$ cat src/hw/ivcs_defs.svh
// offsets, field positions, reset values, vector address and context size of the interrupt block
`ifndef IVCS_DEFS_SVH
`define IVCS_DEFS_SVH
`define IVCS_OFF_CTRL     8'h10
`define IVCS_OFF_EN0      8'h11
`define IVCS_OFF_EN1      8'h12
`define IVCS_OFF_EN4      8'h15
`define IVCS_OFF_FLAG0    8'h16
`define IVCS_OFF_SHADOW   8'h20
`define IVCS_SHADOW_MASK  8'hF8
`define IVCS_CTRL_GIE     7
`define IVCS_CTRL_PERIPHERAL_IRQ_ENABLE    6
`define IVCS_CTRL_EDGE    0
`define IVCS_CTRL_RESET   8'h01
`define IVCS_CTRL_MASK    8'hC1
`define IVCS_EN_RESET     8'h00
`define IVCS_EN0_MASK     8'h31
`define IVCS_EN0_TMR0     5
`define IVCS_EN0_PINCHG   4
`define IVCS_EN0_EXT      0
`define IVCS_STAT_TO      4
`define IVCS_STAT_PD      3
`define IVCS_VECTOR       15'h0004
`define IVCS_CTX_BYTES    8
`endif

$ cat src/hw/ivcs_pkg.sv
// types shared by the interrupt vectoring block
package ivcs_pkg;
    typedef enum logic [1:0] {
        IVCS_RUN    = 2'b00,
        IVCS_FLUSH  = 2'b01,
        IVCS_VECTOR = 2'b10
    } ivcs_state_e;
    typedef logic [63:0] ivcs_ctx_t;
endpackage

$ cat src/hw/ivcs_shadow_if.sv
// signals between the interrupt block and its shadow context store
interface ivcs_shadow_if;
    logic        saveAll;
    logic [63:0] liveCtx;
    logic        swWr;
    logic [2:0]  swIdx;
    logic [7:0]  swData;
    logic [63:0] ctxOut;
    logic [7:0]  rdData;
    modport store (input saveAll, liveCtx, swWr, swIdx, swData, output ctxOut, rdData);
    modport user  (output saveAll, liveCtx, swWr, swIdx, swData, input ctxOut, rdData);
endinterface

$ cat src/hw/ivcs_shadow_mem.sv
// shadow context store: eight bytes, saved whole on entry, byte access for software
`include "ivcs_defs.svh"
module ivcs_shadow_mem
    import ivcs_pkg::*;
(
    input  wire logic       clk,    // instruction clock
    input  wire logic       rstN,   // synchronised reset, active low
    ivcs_shadow_if.store    sh      // save, access and read-back
);
    logic [7:0] memReg [0:`IVCS_CTX_BYTES-1];

    // -------------------------------------------------------------
    // storage
    // -------------------------------------------------------------
    // whole save wins over a software byte write in the same cycle
    always_ff @(posedge clk or negedge rstN) begin
        if (!rstN) begin
            for (int i = 0; i < `IVCS_CTX_BYTES; i++) begin
                memReg[i] <= 8'h00;
            end
        end else if (sh.saveAll) begin
            for (int i = 0; i < `IVCS_CTX_BYTES; i++) begin
                memReg[i] <= sh.liveCtx[i*8 +: 8];
            end
        end else if (sh.swWr) begin
            memReg[sh.swIdx] <= sh.swData;
        end
    end

    // read data come from a register, one cycle after the index
    always_ff @(posedge clk or negedge rstN) begin
        if (!rstN) begin
            sh.rdData <= 8'h00;
        end else begin
            sh.rdData <= memReg[sh.swIdx];
        end
    end

    // whole image for the restore path
    always_comb begin
        for (int i = 0; i < `IVCS_CTX_BYTES; i++) begin
            sh.ctxOut[i*8 +: 8] = memReg[i];
        end
    end
endmodule

$ cat src/hw/ivcs_top.sv
// interrupt gating, external pin edge, vectoring, wake and context shadowing
//
// Chosen here: the placing of the registers and the strobed register port.
`include "ivcs_defs.svh"

module ivcs_top
    import ivcs_pkg::*;
(
    input  wire logic        core_clk,      // instruction clock, 25 MHz
    input  wire logic        nrst,          // asynchronous reset, active low
    input  wire logic [7:0]  regAddr,       // register address
    input  wire logic [7:0]  regWdata,      // register write data
    input  wire logic        regWr,         // write strobe
    input  wire logic        regRd,         // read strobe
    output logic      [7:0]  regRdata,      // read data, cycle after strobe
    input  wire logic        extPin,        // external interrupt pin
    input  wire logic        tmr0Event,     // timer0 overflow pulse
    input  wire logic        pinChangeAny,  // pin change flags, ored level
    input  wire logic [31:0] periphFlags,   // flags matching enables 1..4
    input  wire logic        cycleEnd,      // pulse at end of each instr cycle
    input  wire logic        sleepMode,     // core is asleep
    input  wire logic        retfieExec,    // return-from-interrupt executes
    input  wire logic [14:0] curPc,         // address to return to
    input  wire ivcs_ctx_t   liveCtx,       // live core context bytes
    output logic             wakeReq,       // wake the core from sleep
    output logic             flushReq,      // drop prefetched instruction
    output logic             stackPush,     // push returnPc
    output logic      [14:0] returnPc,      // pushed return address
    output logic             stackPop,      // pop return address
    output logic             pcLoad,        // load pcLoadAddr into pc
    output logic      [14:0] pcLoadAddr,    // vector address
    output logic             ctxRestore,    // load restoreCtx into core
    output ivcs_ctx_t        restoreCtx     // context to restore
);
    // -------------------------------------------------------------
    // reset release and pin synchroniser
    // -------------------------------------------------------------
    logic rstSync1Reg;
    logic rstN;
    logic extSync1Reg;
    logic extSync2Reg;
    logic extPrevReg;

    // release is delayed two edges, assertion stays immediate
    always_ff @(posedge core_clk or negedge nrst) begin
        if (!nrst) begin
            rstSync1Reg <= 1'b0;
            rstN        <= 1'b0;
        end else begin
            rstSync1Reg <= 1'b1;
            rstN        <= rstSync1Reg;
        end
    end

    // first stage feeds only the second
    // reset low suits a pin idling low; one idling high shows a rise after reset
    always_ff @(posedge core_clk or negedge rstN) begin
        if (!rstN) begin
            extSync1Reg <= 1'b0;
            extSync2Reg <= 1'b0;
            extPrevReg  <= 1'b0;
        end else begin
            extSync1Reg <= extPin;
            extSync2Reg <= extSync1Reg;
            extPrevReg  <= extSync2Reg;
        end
    end

    // -------------------------------------------------------------
    // registers
    // -------------------------------------------------------------
    logic [7:0] ctrlReg;
    logic [7:0] en0Reg;
    logic [7:0] enPerReg [0:3];
    logic       tmr0FlagReg;
    logic       extFlagReg;
    ivcs_state_e stateReg;
    ivcs_state_e stateNext;
    logic       postWakeReg;
    logic       sleepPrevReg;

    // address decode
    wire hitCtrl   = (regAddr == `IVCS_OFF_CTRL);
    wire hitEn0    = (regAddr == `IVCS_OFF_EN0);
    wire hitEnPer  = (regAddr >= `IVCS_OFF_EN1) && (regAddr <= `IVCS_OFF_EN4);
    wire hitFlag0  = (regAddr == `IVCS_OFF_FLAG0);
    wire hitShadow = ((regAddr & `IVCS_SHADOW_MASK) == `IVCS_OFF_SHADOW);
    wire flagWr    = regWr && hitFlag0;
    wire [1:0] perIdx = 2'(regAddr - `IVCS_OFF_EN1);

    // control fields
    wire global_irq_enable  = ctrlReg[`IVCS_CTRL_GIE];
    wire peripheral_irq_enable = ctrlReg[`IVCS_CTRL_PERIPHERAL_IRQ_ENABLE];
    wire edgeRising = ctrlReg[`IVCS_CTRL_EDGE];

    // edge detection on the synchronised pin
    wire extRise  = extSync2Reg & ~extPrevReg;
    wire extFall  = ~extSync2Reg & extPrevReg;
    wire extEdge  = edgeRising ? extRise : extFall;

    // gating of requests
    wire [31:0] perEnables = {enPerReg[3], enPerReg[2], enPerReg[1], enPerReg[0]};
    wire perAny   = |(periphFlags & perEnables);
    wire core0Any = (extFlagReg & en0Reg[`IVCS_EN0_EXT])
                  | (tmr0FlagReg & en0Reg[`IVCS_EN0_TMR0])
                  | (pinChangeAny & en0Reg[`IVCS_EN0_PINCHG]);
    wire pending  = core0Any | (peripheral_irq_enable & perAny);
    // no entry while asleep, nor before the instruction after sleep has run;
    // the exit edge itself is covered too, as postWakeReg only rises after it
    wire wakeExit = sleepPrevReg & ~sleepMode;
    wire entryBlock = sleepMode | wakeExit | postWakeReg | retfieExec;
    wire takeIrq  = (stateReg == IVCS_RUN) && cycleEnd && global_irq_enable && pending
                    && !entryBlock;

    // wake needs only the source enable, not the global one
    // limitation: the pin is sampled on core_clk, so that clock must keep running
    assign wakeReq = sleepMode & (core0Any | perAny);

    // control and enable registers; reset clears every enable
    always_ff @(posedge core_clk or negedge rstN) begin
        if (!rstN) begin
            ctrlReg <= `IVCS_CTRL_RESET;
            en0Reg  <= `IVCS_EN_RESET;
        end else begin
            if (regWr && hitCtrl) begin
                ctrlReg <= regWdata & `IVCS_CTRL_MASK;
            end
            if (takeIrq) begin
                ctrlReg[`IVCS_CTRL_GIE] <= 1'b0;
            end else if (retfieExec) begin
                ctrlReg[`IVCS_CTRL_GIE] <= 1'b1;
            end
            if (regWr && hitEn0) begin
                en0Reg <= regWdata & `IVCS_EN0_MASK;
            end
        end
    end

    // peripheral enable registers one to four
    always_ff @(posedge core_clk or negedge rstN) begin
        if (!rstN) begin
            for (int i = 0; i < 4; i++) begin
                enPerReg[i] <= `IVCS_EN_RESET;
            end
        end else if (regWr && hitEnPer) begin
            enPerReg[perIdx] <= regWdata;
        end
    end

    // flags: a set in the clearing cycle wins, enables play no part
    always_ff @(posedge core_clk or negedge rstN) begin
        if (!rstN) begin
            extFlagReg  <= 1'b0;
            tmr0FlagReg <= 1'b0;
        end else begin
            if (extEdge) begin
                extFlagReg <= 1'b1;
            end else if (flagWr && !regWdata[`IVCS_EN0_EXT]) begin
                extFlagReg <= 1'b0;
            end
            if (tmr0Event) begin
                tmr0FlagReg <= 1'b1;
            end else if (flagWr && !regWdata[`IVCS_EN0_TMR0]) begin
                tmr0FlagReg <= 1'b0;
            end
        end
    end

    // -------------------------------------------------------------
    // wake bookkeeping
    // -------------------------------------------------------------
    // after sleep one instruction must finish before any entry
    always_ff @(posedge core_clk or negedge rstN) begin
        if (!rstN) begin
            sleepPrevReg <= 1'b0;
            postWakeReg  <= 1'b0;
        end else begin
            sleepPrevReg <= sleepMode;
            if (wakeExit) begin
                postWakeReg <= 1'b1;
            end else if (cycleEnd) begin
                postWakeReg <= 1'b0;
            end
        end
    end

    // -------------------------------------------------------------
    // entry sequencer
    // -------------------------------------------------------------
    // event cycle, flush cycle, push cycle, then the vector executes
    always_comb begin
        stateNext = stateReg;
        case (stateReg)
            IVCS_RUN: begin
                if (takeIrq) begin
                    stateNext = IVCS_FLUSH;
                end
            end
            IVCS_FLUSH: begin
                if (cycleEnd) begin
                    stateNext = IVCS_VECTOR;
                end
            end
            IVCS_VECTOR: begin
                if (cycleEnd) begin
                    stateNext = IVCS_RUN;
                end
            end
            default: begin
                stateNext = IVCS_RUN;
            end
        endcase
    end

    // entry strobes, one per instruction boundary
    wire enterPush = (stateReg == IVCS_FLUSH) && cycleEnd;
    wire enterLoad = (stateReg == IVCS_VECTOR) && cycleEnd;

    // status is saved without timeout and power-down bits
    logic [63:0] saveCtx;
    always_comb begin
        saveCtx = liveCtx;
        saveCtx[8 + `IVCS_STAT_TO] = 1'b0;
        saveCtx[8 + `IVCS_STAT_PD] = 1'b0;
    end

    // shadow store
    ivcs_shadow_if shIf ();
    assign shIf.saveAll = takeIrq;
    assign shIf.liveCtx = saveCtx;
    assign shIf.swWr    = regWr && hitShadow;
    assign shIf.swIdx   = regAddr[2:0];
    assign shIf.swData  = regWdata;

    ivcs_shadow_mem uShadow (
        .clk  (core_clk),
        .rstN (rstN),
        .sh   (shIf)
    );

    // sequencer state and registered core commands
    always_ff @(posedge core_clk or negedge rstN) begin
        if (!rstN) begin
            stateReg   <= IVCS_RUN;
            flushReq   <= 1'b0;
            stackPush  <= 1'b0;
            returnPc   <= 15'h0000;
            stackPop   <= 1'b0;
            pcLoad     <= 1'b0;
            pcLoadAddr <= 15'h0000;
        end else begin
            stateReg   <= stateNext;
            flushReq   <= takeIrq;
            stackPush  <= enterPush;
            stackPop   <= retfieExec;
            pcLoad     <= enterLoad;
            if (takeIrq) begin
                returnPc <= curPc;
            end
            if (enterLoad) begin
                pcLoadAddr <= `IVCS_VECTOR;
            end
        end
    end

    // restore keeps live timeout and power-down, everything else from shadow
    always_ff @(posedge core_clk or negedge rstN) begin
        if (!rstN) begin
            ctxRestore <= 1'b0;
            restoreCtx <= 64'h0000_0000_0000_0000;
        end else begin
            ctxRestore <= retfieExec;
            if (retfieExec) begin
                restoreCtx <= shIf.ctxOut;
                restoreCtx[8 + `IVCS_STAT_TO] <= liveCtx[8 + `IVCS_STAT_TO];
                restoreCtx[8 + `IVCS_STAT_PD] <= liveCtx[8 + `IVCS_STAT_PD];
            end
        end
    end

    // -------------------------------------------------------------
    // read path
    // -------------------------------------------------------------
    // reads have no side effects, so a flag never clears by being read
    logic       rdPendReg;
    logic       rdShadowReg;
    logic [7:0] rdHoldReg;
    logic [7:0] rdMux;

    // unmapped addresses read zero
    always_comb begin
        if (hitCtrl) begin
            rdMux = ctrlReg;
        end else if (hitEn0) begin
            rdMux = en0Reg;
        end else if (hitEnPer) begin
            rdMux = enPerReg[perIdx];
        end else if (hitFlag0) begin
            rdMux = {2'b00, tmr0FlagReg, pinChangeAny, 3'b000, extFlagReg};
        end else begin
            rdMux = 8'h00;
        end
    end

    // shadow bytes come straight from the store's read register
    always_ff @(posedge core_clk or negedge rstN) begin
        if (!rstN) begin
            rdPendReg   <= 1'b0;
            rdShadowReg <= 1'b0;
            rdHoldReg   <= 8'h00;
        end else begin
            rdPendReg   <= regRd;
            rdShadowReg <= regRd && hitShadow;
            rdHoldReg   <= regRd ? rdMux : 8'h00;
        end
    end

    // data stand only in the cycle after the strobe
    assign regRdata = !rdPendReg ? 8'h00 : (rdShadowReg ? shIf.rdData : rdHoldReg);
endmodule

$ cat config.mk
export PLATFORM = sky130hd
export DESIGN_NAME = ivcs_top
export DESIGN_NICKNAME = d
export VERILOG_FILES = /design/src/hw/ivcs_pkg.sv /design/src/hw/ivcs_shadow_if.sv /design/src/hw/ivcs_shadow_mem.sv /design/src/hw/ivcs_top.sv
export VERILOG_INCLUDE_DIRS = /design/src /design/src/hw
export SDC_FILE = /design/constraint.sdc
export NUM_CORES = 1
export LEC_CHECK = 0
export BUFFER_PORTS_ARGS = -buffer_cell sky130_fd_sc_hd__buf_2
export CAP_MARGIN = 20
export CELL_PAD_IN_SITES_DETAIL_PLACEMENT = 0
export CELL_PAD_IN_SITES_GLOBAL_PLACEMENT = 1
export CORE_MARGIN = 5
export CORE_UTILIZATION = 45
export CTS_BUF_LIST = sky130_fd_sc_hd__clkbuf_8
export CTS_CLUSTER_SIZE = 30
export DETAILED_ROUTE_END_ITERATION = 10
export GPL_TIMING_DRIVEN = 0
export PLACE_DENSITY = 0.9
export SETUP_SLACK_MARGIN = 0.3
export SLEW_MARGIN = 20
export SYNTH_ARGS = -nofsm -noshare
export SYNTH_HDL_FRONTEND = slang
export SYNTH_SLANG_ARGS = --single-unit
$ cat constraint.sdc
create_clock -name core_clk -period 7.9 [get_ports core_clk]
set_input_delay 2.37 -clock core_clk [delete_from_list [all_inputs] [get_ports core_clk]]
set_output_delay 2.37 -clock core_clk [all_outputs]
set_load 0.005 [all_outputs]
# Yosys cells after proc, flatten, opt, wreduce, memory -nomap -nowiden
# Index checks and enable logic that the tools add are counted.
# classes
div	0
n_bitwise	21
addsub	1
n_lt_le_gt_ge	6
eq_ne	9
shift	0
mux	35
reduce_logical	28
n_mul	0
# op_table
operator	count
two-way mux 64 bit	2
two-way mux 8 bit	13
bitwise mux 64 bit	1
bitwise AND 32 bit	1
bitwise mux 32 bit	1
OR reduction 32 bit	1
binary-select mux 8 bit (select 3 bit)	1
demux 8 bit (select 3 bit)	1
== test 8 x 5 -> 1 bit (second input constant)	3
logical AND 1 bit	17
binary-select mux 8 bit (select 2 bit)	1
demux 8 bit (select 2 bit)	1
two-way mux 1 bit	9
bitwise AND 1 bit	8
greater-or-equal comparator 8 x 5 -> 1 bit (second input constant)	1
less-or-equal comparator 8 x 5 -> 1 bit (second input constant)	1
nonzero test 2 bit	4
OR 1 bit	7
two-way mux 2 bit	3
two-way mux 6 bit	1
inequality test 2 bit (second input constant)	3
one-hot mux 2 bit (3 select lines)	1
== test 5 x 3 -> 1 bit (second input constant)	1
greater-or-equal comparator 4 bit (second input constant)	1
13 further kinds	17
# totals
inputBits	137
ram_bits	0
mem_count	0
wordCells	136
register_bits	215
latchBits	0
output_inout_bits	108
rom_bits	0

# Depth between registers and ports, before layout
# Gate-level depths: netlist of run 1.
# depth
word_depth	9
mapped_depth	8
mapped_depth_nobuf	6

# Hierarchy
# A second synthesis of run 1 with hierarchy kept.
# unflattened
cells_unflattened	749
area_unflattened_um2	9796.9
# modules_own_cells
module	cells_each	seq_area_each_um2	n_inst	area_per_inst_um2
ivcs_top	410	3579.7	1	6009.5
ivcs_shadow_mem	339	1801.7	1	3787.4

# Worst setup path before layout of run 1
# Ideal clock, no wire load.
# synth_path
kind	input port to output port
start	input periphFlags[5]
end	output wakeReq
arrival_ns	2.961
slack_ns	2.569
path_stages	4
n_path_buf	0
required_ns	5.530
cell_sequence	a22oi_1 -> nand4_1 -> nor3_1 -> a21boi_0
# synth_between
elab_chain_cells	4
# synth_rtl
element	line	source
from (decl)	ivcs_top.sv:19	input wire logic [31:0] periphFlags,
bitwise AND 32 bit	ivcs_top.sv:103	wire perAny = |(periphFlags & perEnables);
OR reduction 32 bit	ivcs_top.sv:103	
OR 1 bit	ivcs_top.sv:117	assign wakeReq = sleepMode & (core0Any | perAny);
bitwise AND 1 bit	ivcs_top.sv:117	
to (decl)	ivcs_top.sv:25	output logic wakeReq,
# Every way passes these cells.

# Worst setup path in the final report of run 1
# layout_path
start	input periphFlags[9]
end	output wakeReq
# The elaborated chain is that of the path after synthesis.

==> metrics.txt, run 1 <==
Nets=1093; Worst setup EP type=primary output; worst hold path type=reg2async; area grow syn2layout=24.7%; CP arrival=3.63 ns; power density over cell area=218 nW/um^2; I/O pins=245; Fillers=1863; CTS resizes=0; Ys Warns=0; post-route ant nets=0; first-pass GRT wire length=42600 um; Post-Syn Area=9890 sq um; Max H-tree Level=2; Seq pwr share=47.4%; Std-Cell Rows=54; CP Data Required Time=5.53 ns; DR pass1 iterations=4; Slew HR=35.6%; switching share of power=25.3%; fin crit period=6.00 ns; largest net degree at the start of global routing=57; initial antenna violation count=6; Initial Util=45.5%; Sequential Area=5390 sq um; die area=25100 sq um; Final Slew Violations=0; via count of the routed design=6711; Total GRT Usage=22.6%; CTS sink count=215; Vias per Instance=5.31; unrepaired setup endpoints after global routing=false; Worst-Margin Slew=0.960 ns; async set-or-reset flop fraction in the synthesized netlist=100%; clock-pin slew on the worst setup and hold paths=0.05 ns; Num CTS Buffers=38; CTS Hold Buffers Added=0; Clk pwr share=39.1%; Seq cells post-synth=215; Power Internal=2.01 mW; HPWL after detailed placement=20800 um; Max Fanout on Critical Path=2; PortBufs=227; P_leak=6.44 nW; TNS Setup=0 ns; Peak Freq=0.167 GHz; Fin. Hold Viols=0; multi-input logic area=4270 sq um; CTS root buf=clkbuf_8; Core Box Area=21800 sq um; EDFF count, synth=0; Synth Instances=672; Setup Skew=0.0311 ns; routed wire length=28200 um; Most used DFF post-synth=dfrtp_1; final setup fails=0; 1st-iter DRT viols=353; CTS tree=yes; crit share post-route=75.9%; clk_lat worst skew=0.54 ns; DRC errors left=0; layout cells sized above 1=61.4%; Worst VDD drop=0.174 mV; wire length per cell=22.3 um; # Post-CTS Setup Buffers=0; CTS Buffer Depth=3; grt total ovfl=0; CP startpoint kind=primary input; Placer Congestion=0.831; Logic pwr share=13.5%; syn_area_per_cell=14.7 sq um; vias in the first global route=7234; status=complete, no violations; Die Wd=158 um; Sw Pwr=682 uW; die height=158 um; max_cap viols=0; sequential element share of the synthesized area=54.4%; worst hold slack=0.249 ns; post-synthesis cell type count=50; kind of critical path=in2out
==> synthesized netlist by cell type (2+ instances only) <==
library cell | count | share of area, %
nor2_1 | 9 | 0.34
nor2b_1 | 10 | 0.63
nand4b_1 | 2 | 0.18
nor3b_1 | 2 | 0.15
nand4_1 | 5 | 0.32
or3_1 | 2 | 0.13
and3_2 | 3 | 0.23
nor3_4 | 2 | 0.33
o21ai_0 | 2 | 0.10
a22oi_1 | 21 | 1.6
or2_2 | 3 | 0.19
nor3_1 | 6 | 0.30
nor3_2 | 3 | 0.30
nand2b_1 | 4 | 0.25
nand2_1 | 16 | 0.61
buf_2 | 9 | 0.46
buf_1 | 5 | 0.19
clkbuf_1 | 20 | 0.76
mux2_2 | 248 | 28
nand3b_1 | 2 | 0.15
a21oi_1 | 3 | 0.15
buf_4 | 16 | 1.2
mux4_2 | 24 | 5.5
inv_1 | 4 | 0.15
mux2i_1 | 11 | 1.1
dfrtp_1 | 214 | 54
conb_1 | 2 | 0.076
nor2_2 | 2 | 0.13
==> power by group through the flow <==
stage | clock network [mW] | logic [mW] | registers, mW
finish | 1.05 | 0.362 | 1.28
global route | 1.14 | 0.395 | 1.29
CTS | 1.08 | 0.366 | 1.28
detailed placement | 0 | 0.365 | 1.29
global placement | 0 | 0.330 | 1.31
floorplan | 0 | 0.196 | 1.29
==> sequential cells by signal (all words and copies together), names as in the netlist, 2 cells and up <==
register	count
ctrlReg	3
en0Reg	3
enPerReg	32
rdHoldReg	8
restoreCtx	64
returnPc	15
stateReg	2
uShadow.sh.ctxOut	64
uShadow.sh.rdData	8
==> final timing paths <==
check,start,to,slack (ns),cells past startpoint
max in group asynchronous,nrst,rstN$_DFF_PN0_,6.17,1
setup reg to reg,enPerReg[17]$_DFFE_PN0P_,uShadow.sh.ctxOut[42]$_DFFE_PN0P_,5.03,7
hold / removal,rstN$_DFF_PN0_,returnPc[4]$_DFFE_PN0P_,0.25,0
hold reg to reg,rstN$_DFF_PN0_,returnPc[4]$_DFFE_PN0P_,0.25,0
setup / recovery,periphFlags[9],wakeReq,1.90,6
min in group core_clk,extSync1Reg$_DFF_PN0_,extSync2Reg$_DFF_PN0_,0.35,0
==> stage by stage <==
stage | instance area [sq um] | instances | worst slack (ns) | power [mW] | util, %
4_1_cts | 12300 | 1262 | 1.92 | 2.72 | 56.7
5_1_grt | 12300 | 1264 | 1.85 | 2.82 | 56.7
3_3_place_gp | 11400 | 1192 | -1.02 | 1.64 | 52.5
6_report | 12300 | 1265 | 1.90 | 2.69 | 56.7
2_1_floorplan | 9940 | 685 | 1.47 | 1.49 | -
3_5_place_dp | 11500 | 1196 | 1.92 | 1.66 | 53.0
==> critical path, stage by stage <==
cell	delay, ns
buf_2	0.11
a22oi_1	0.29
nand4_1	0.17
nor3_1	0.38
a21boi_0	0.14
buf_2	0.16
==> layout by cell type (no fill, tap or decap), types with 5 or more instances in the layout <==
cell type	count
a22oi_1	21
buf_2	236
buf_4	16
clkbuf_1	20
clkbuf_8	50
conb_1	15
dfrtp_1	213
inv_1	17
mux2_2	248
mux2i_1	11
mux4_2	24
nand2_1	16
nand4_1	5
nor2_1	9
nor2b_1	10
nor3_1	6
==> cells by family (layout without fill, tap and decap cells) <==
family | Yosys count | count (layout) | share of synthesized area (%)
mux | 283 | 283 | 34.8
flops | 215 | 215 | 54.4
other cells | 2 | 18 | 0.0759
simple gates | 82 | 82 | 5.34
compound gates | 33 | 33 | 2.39
buf+inv | 56 | 353 | 2.92
xor+xnor | 1 | 1 | 0.0885
==> layout make-up <==
class,instances,area share (%)
Tap cell,280,2.84
Sequential cell,215,43.7
Multi-Input combinational cell,414,34.6
Clock inverter,16,0.832
Antenna cell,3,0.0609
Timing Repair Buffer,231,10.0
Clock buffer,50,5.58
Buffer,51,2.20
Inverter,5,0.152
==> per-layer routing <==
metal  GRT usage [%]  vias up  share of wire [%]
met5               0        -               0.12
met1            30.0     3406                 41
met2            36.9      229                 49
li1                -     3009                  -
met3            5.16       61                7.1
met4            7.92        6                3.1
Power figures use the tool's default switching activity.
==> run 2: changes to the inputs <==
- clock period: 7.9 -> 6.25 ns (I/O delays scaled with it)
==> run 2 against run 1 <==
Compared with the run above: wire length shrank 1.5%; global-route usage is 0.60 points lower; register-to-register slack lost 1.6 ns; critical path depth unchanged; cell count did not move; flip-flop and latch count stayed put; via count decreased by 0.10%; count of clock-buffer cells in the layout shrank 4; non-clock buffer count unchanged; first-iteration DRC count down 20%; setup slack got worse by 0.57 ns; sequential power increased by 26%; critical endpoint unchanged; largest power group unchanged.
==> metrics.txt, run 2 (same netlist as run 1, synthesis figures left out) <==
status=complete, no violations; DR pass1 iterations=4 (unchanged); CP max-delay cell=nor3_1; post-route ant nets=0 (unchanged); Clk pwr share=38.2% (-0.9 points); Final Slew Violations=0 (unchanged); 1st-iter DRT viols=281 (-20%); Logic pwr share=13.6% (about the same); Worst VDD drop=0.165 mV (-5.2%); I/O pins=245 (unchanged); crit share post-route=78.7%; leading cell type in the layout, fill and taps excluded=mux2_2; fin crit period=4.92 ns; Peak Freq=0.203 GHz; CTS Hold Buffers Added=0 (unchanged); PortBufs=227 (unchanged); Total GRT Usage=22.0% (-0.60 points); grt total ovfl=0 (unchanged); kind of critical path=in2out; Seq pwr share=48.2% (+0.8 points); Worst Path Buf+Inv=2 (unchanged); # Post-CTS Setup Buffers=0 (unchanged); CTS resizes=0 (unchanged); post-route cell area=12300 sq um (-0.39%); CP arrival=3.04 ns (-0.59 ns); via count of the routed design=6704 (-0.10%); Die Wd=158 um (unchanged); Slew HR=35.0% (-0.59 points); vias in the first global route=7158 (-1.1%); TNS Setup=0 ns (unchanged); Final Non-Filler Cells=1265 (unchanged); worst slack at placement=1.35 ns (-0.576 ns); Num CTS Buffers=39 (+2.6%); peak per-stage delay on the critical path=0.37 ns (about the same); switching share of power=25.5% (+0.14 points); Setup Skew=0.00990 ns (-0.0212 ns); Std-Cell Rows=54 (unchanged); Power Internal=2.49 mW (+24%); CTS tree=yes; die area=25100 sq um (unchanged); commonest non-fill, non-tap cells in the layout=248 x mux2_2, 236 x buf_2, 213 x dfrtp_1, 46 x clkbuf_8, 24 x mux4_2; Worst setup EP type=primary output; Max Fanout on Critical Path=2 (unchanged); largest net degree at the start of global routing=55 (-3.5%); power density over cell area=272 nW/um^2 (+25%); area grow syn2layout=24.2%; Vias per Instance=5.30 (-0.10%); wire length per cell=22.0 um (-1.5%); clock-pin slew on the worst setup and hold paths=0.05 ns (about the same); Nets=1094 (+0.091%); CP Data Required Time=4.38 ns (-1.15 ns); Core Box Area=21800 sq um (unchanged); CTS sink count=215 (unchanged); HPWL after detailed placement=20600 um (-0.99%); Placed Cells incl. Taps=1196 (unchanged); Placer Congestion=0.840 (+1.0%); worst hold path type=reg2async; CP most frequent cell=buf_2; Max H-tree Level=2 (unchanged); cell family with most CP delay=simple AND/OR/NAND/NOR gates; CTS root buf=clkbuf_8; Initial Util=45.5% (unchanged); Sw Pwr=851 uW (+25%); max_cap viols=0 (unchanged); P_leak=6.44 nW (about the same); Design Power=3.34 mW (+24%); unrepaired setup endpoints after global routing=false; Fin. Hold Viols=0 (unchanged); CTS Buffer Depth=3 (unchanged); fin worst setup slack=1.33 ns (-0.569 ns); routed wire length=27800 um (-1.5%); CP startpoint kind=primary input; DRC errors left=0 (unchanged); Worst-Margin Slew=0.969 ns (+0.00887 ns); Placement Cell Area=11500 sq um (unchanged); initial antenna violation count=4 (-2); final setup fails=0 (unchanged); clk_lat worst skew=0.51 ns (-0.03 ns); first-pass GRT wire length=41600 um (-2.4%); layout cells sized above 1=61.0% (-0.43 points); crit-path cells=buf_2 -> a22oi_1 -> nand4_1 -> nor3_1 -> a21boi_0 -> buf_2; die height=158 um (unchanged)
run 2: cell count changes in the layout (fill, tap and decap cells not counted):
cell	delta
clkinv_2	+2
clkbuf_8	-4
clkinv_8	-1
inv_1	+5
diode_2	-2
run 2: path summary, 6_finish.rpt:
| check | startpoint | end | slack (ns) | cells past startpoint |
|---|---|---|---|---|
| max | periphFlags[9] | wakeReq | 1.33 | 6 |
| min | rstN$_DFF_PN0_ | returnPc[1]$_DFFE_PN0P_ | 0.22 | 0 |
| max reg2reg | enPerReg[17]$_DFFE_PN0P_ | uShadow.sh.ctxOut[45]$_DFFE_PN0P_ | 3.48 | 7 |
| min reg2reg | rstN$_DFF_PN0_ | returnPc[1]$_DFFE_PN0P_ | 0.22 | 0 |
| max in group asynchronous | nrst | rstN$_DFF_PN0_ | 4.99 | 1 |
| min in group core_clk | rstSync1Reg$_DFF_PN0_ | rstN$_DFF_PN0_ | 0.35 | 0 |
run 2: cell type report:
| type | instances | area, sq um |
|---|---|---|
| Fill cell | 1872 | 9470 |
| Timing Repair Buffer | 231 | 1240 |
| Sequential cell | 215 | 5390 |
| Tap cell | 280 | 350 |
| Clock inverter | 22 | 115 |
| Multi-Input combinational cell | 414 | 4270 |
| Clock buffer | 46 | 633 |
| Antenna cell | 1 | 2.50 |
| Buffer | 51 | 272 |
| Inverter | 5 | 18.8 |
run 2: power groups by stage:
stage                     Sequential [mW]  Combinational [mW]  Clock [mW]
after floorplan                      1.63               0.248           0
after global placement               1.65               0.416           0
after detailed placement             1.63               0.461           0
after CTS                            1.61               0.462        1.31
after global routing                 1.63               0.497        1.37
final                                1.61               0.456        1.28
run 2: stage by stage:
step           hold WS [ns]  util [%]
2_1_floorplan         0.331         -
3_3_place_gp          0.336      52.5
3_5_place_dp          0.228      53.0
4_1_cts               0.232      56.5
5_1_grt               0.247      56.5
6_report              0.221      56.5
run 2: layer usage:
layer / up-vias / share of wire, % / global-route usage (%)
met5: - / 0.15 / 0
met4: 8 / 2.7 / 5.93
met3: 61 / 5.7 / 4.29
met2: 212 / 49 / 36.4
met1: 3390 / 43 / 30.0
li1: 3033 / - / -
==> run 3: changes to the inputs <==
- CORE_UTILIZATION: 45 -> 41
- PLACE_DENSITY: 0.9 -> 0.86
- clock period: 6.25 -> 4.1 ns (I/O delays scaled with it)
==> run 3 against run 2 <==
Compared with the run above: non-clock buffer count is 1 higher; sequential share of layout area fell by 0.42 points; cell count is 3.1% higher; setup slack worse by 0.84 ns; critical path type unchanged; largest power group unchanged.
==> metrics.txt, run 3 (same netlist as run 1, synthesis figures left out) <==
layout cells sized above 1=61.4% (+0.41 points); Placement Cell Area=11600 sq um (+0.46%); leading cell type in the layout, fill and taps excluded=mux2_2; clk_lat worst skew=0.53 ns (+0.02 ns); I/O pins=245 (unchanged); HPWL after detailed placement=21200 um (+2.8%); Clk pwr share=40.0% (+1.8 points); Worst VDD drop=0.287 mV (+73%); CTS resizes=0 (unchanged); 1st-iter DRT viols=251 (-11%); Worst setup startpoint=periphFlags[9]; CP startpoint kind=primary input; CTS tree=yes; Final Slew Violations=0 (unchanged); largest net degree at the start of global routing=58 (+5.5%); Fin. Hold Viols=0 (unchanged); Worst R2R End=uShadow.sh.ctxOut[44]$_DFFE_PN0P_; Setup Skew=0.0186 ns (+0.00871 ns); Worst-Margin Slew=0.940 ns (-0.0288 ns); Std-Cell Rows=56 (+3.7%); Total GRT Usage=20.9% (-1.2 points); DRC errors left=0 (unchanged); Sw Pwr=1.30 mW (+53%); Max Fanout on Critical Path=2 (unchanged); CTS Hold Buffers Added=0 (unchanged); worst reg2reg startpoint=enPerReg[17]$_DFFE_PN0P_; routed wire length=28200 um (+1.6%); clock-pin slew on the worst setup and hold paths=0.06 ns (about the same); wire length per cell=21.6 um (-1.4%); crit share post-route=88.0%; Slew HR=37.0% (+1.9 points); CTS sink count=215 (unchanged); die height=165 um (+4.5%); area grow syn2layout=25.4%; Reg2Reg Setup Slack=1.40 ns (-2.08 ns); Die Wd=165 um (+4.5%); PortBufs=227 (unchanged); Worst setup EP type=primary output; worst slack at placement=0.435 ns (-0.910 ns); fin crit period=3.61 ns; switching share of power=24.7% (-0.75 points); via count of the routed design=6745 (+0.61%); Seq pwr share=46.7% (-1.5 points); Core Box Area=23600 sq um (+8.5%); power density over cell area=424 nW/um^2 (+56%); r2r worst-path depth=7 (unchanged); post-route ant nets=0 (unchanged); CTS root buf=clkbuf_8; Peak Freq=0.277 GHz; commonest non-fill, non-tap cells in the layout=248 x mux2_2, 236 x buf_2, 213 x dfrtp_1, 48 x clkbuf_8, 24 x mux4_2; CP arrival=2.38 ns (-0.66 ns); unrepaired setup endpoints after global routing=false; Initial Util=41.9% (-3.6 points); Num CTS Buffers=38 (-2.6%); # Post-CTS Setup Buffers=0 (unchanged); status=complete, no violations; first-pass GRT wire length=42700 um (+2.7%); vias in the first global route=7254 (+1.3%); max_cap viols=0 (unchanged); Logic pwr share=13.2% (-0.4 points); worst hold path type=reg2async; final setup fails=0 (unchanged); grt total ovfl=0 (unchanged); initial antenna violation count=5 (+1); Nets=1094 (unchanged); CTS Buffer Depth=3 (unchanged); Max H-tree Level=2 (unchanged); post-route cell area=12400 sq um (+0.98%); die area=27300 sq um (+9.1%); CP Data Required Time=2.87 ns (-1.51 ns); fin worst setup slack=0.493 ns (-0.842 ns); P_leak=6.46 nW (+0.25%); DR pass1 iterations=4 (unchanged); kind of critical path=in2out; Placer Congestion=0.849 (+1.1%); Power Internal=3.96 mW (+59%); Vias per Instance=5.17 (-2.4%)
run 3: cell types whose count changed in the layout (fill, tap and decap cells not counted), sizes merged:
cell and delta:
clkbuf +1, buf +2, bufinv +2, inv -5
run 3: critical path, stage by stage:
cell,delay (ns)
buf_2,0.10
a22oi_1,0.21
nand4_1,0.16
nor3_1,0.35
a21boi_0,0.18
buf_2,0.16
run 3: worst max path at each step:
stage and end:
2_1_floorplan ctrlReg[6]$_DFFE_PN0P_, 3_3_place_gp restoreCtx[35]$_DFFE_PN0P_, 3_5_place_dp uShadow.sh.rdData[4]$_DFF_PN0_, 4_1_cts wakeReq, 5_1_grt wakeReq, 6_report wakeReq
run 3: cell type report:
type / instances / area [sq um]
clock inverter: 19 / 156
inverter: 5 / 18.8
buffer: 51 / 270
sequential: 215 / 5390
timing repair buffer: 232 / 1240
tap: 319 / 399
antenna: 1 / 2.50
fill: 2091 / 11200
clock buffer: 48 / 661
multi-input combinational: 414 / 4270
run 3: per-layer routing:
layer  share of wire (%)  wire [um]  up-vias  GRT usage (%)
met5                0.11         32        -              0
met4                 2.4        685        6           6.41
met3                 6.9       1960       53           5.16
met2                  49      13800      220           33.9
met1                  42      11700     3434           27.8
li1                    -          -     3032              -
run 3: metrics by stage:
| step | hold WS [ns] | std cells | util (%) | total power [mW] | setup TNS (ns) |
|---|---|---|---|---|---|
| after floorplan | 0.331 | 685 | - | 2.86 | 0 |
| after global placement | 0.338 | 1231 | 48.6 | 3.16 | -164.00 |
| after detailed placement | 0.286 | 1236 | 49.1 | 3.20 | 0 |
| after CTS | 0.292 | 1303 | 52.5 | 5.32 | 0 |
| after global routing | 0.318 | 1304 | 52.5 | 5.52 | 0 |
| final | 0.268 | 1304 | 52.5 | 5.26 | 0 |
run 3: power groups by stage:
stage	Sequential [mW]	Combinational (mW)	Clock (mW)
CTS	2.46	0.706	2.16
detailed placement	2.49	0.705	0
finish	2.46	0.696	2.11
floorplan	2.48	0.377	0
global placement	2.52	0.641	0
global route	2.48	0.763	2.28
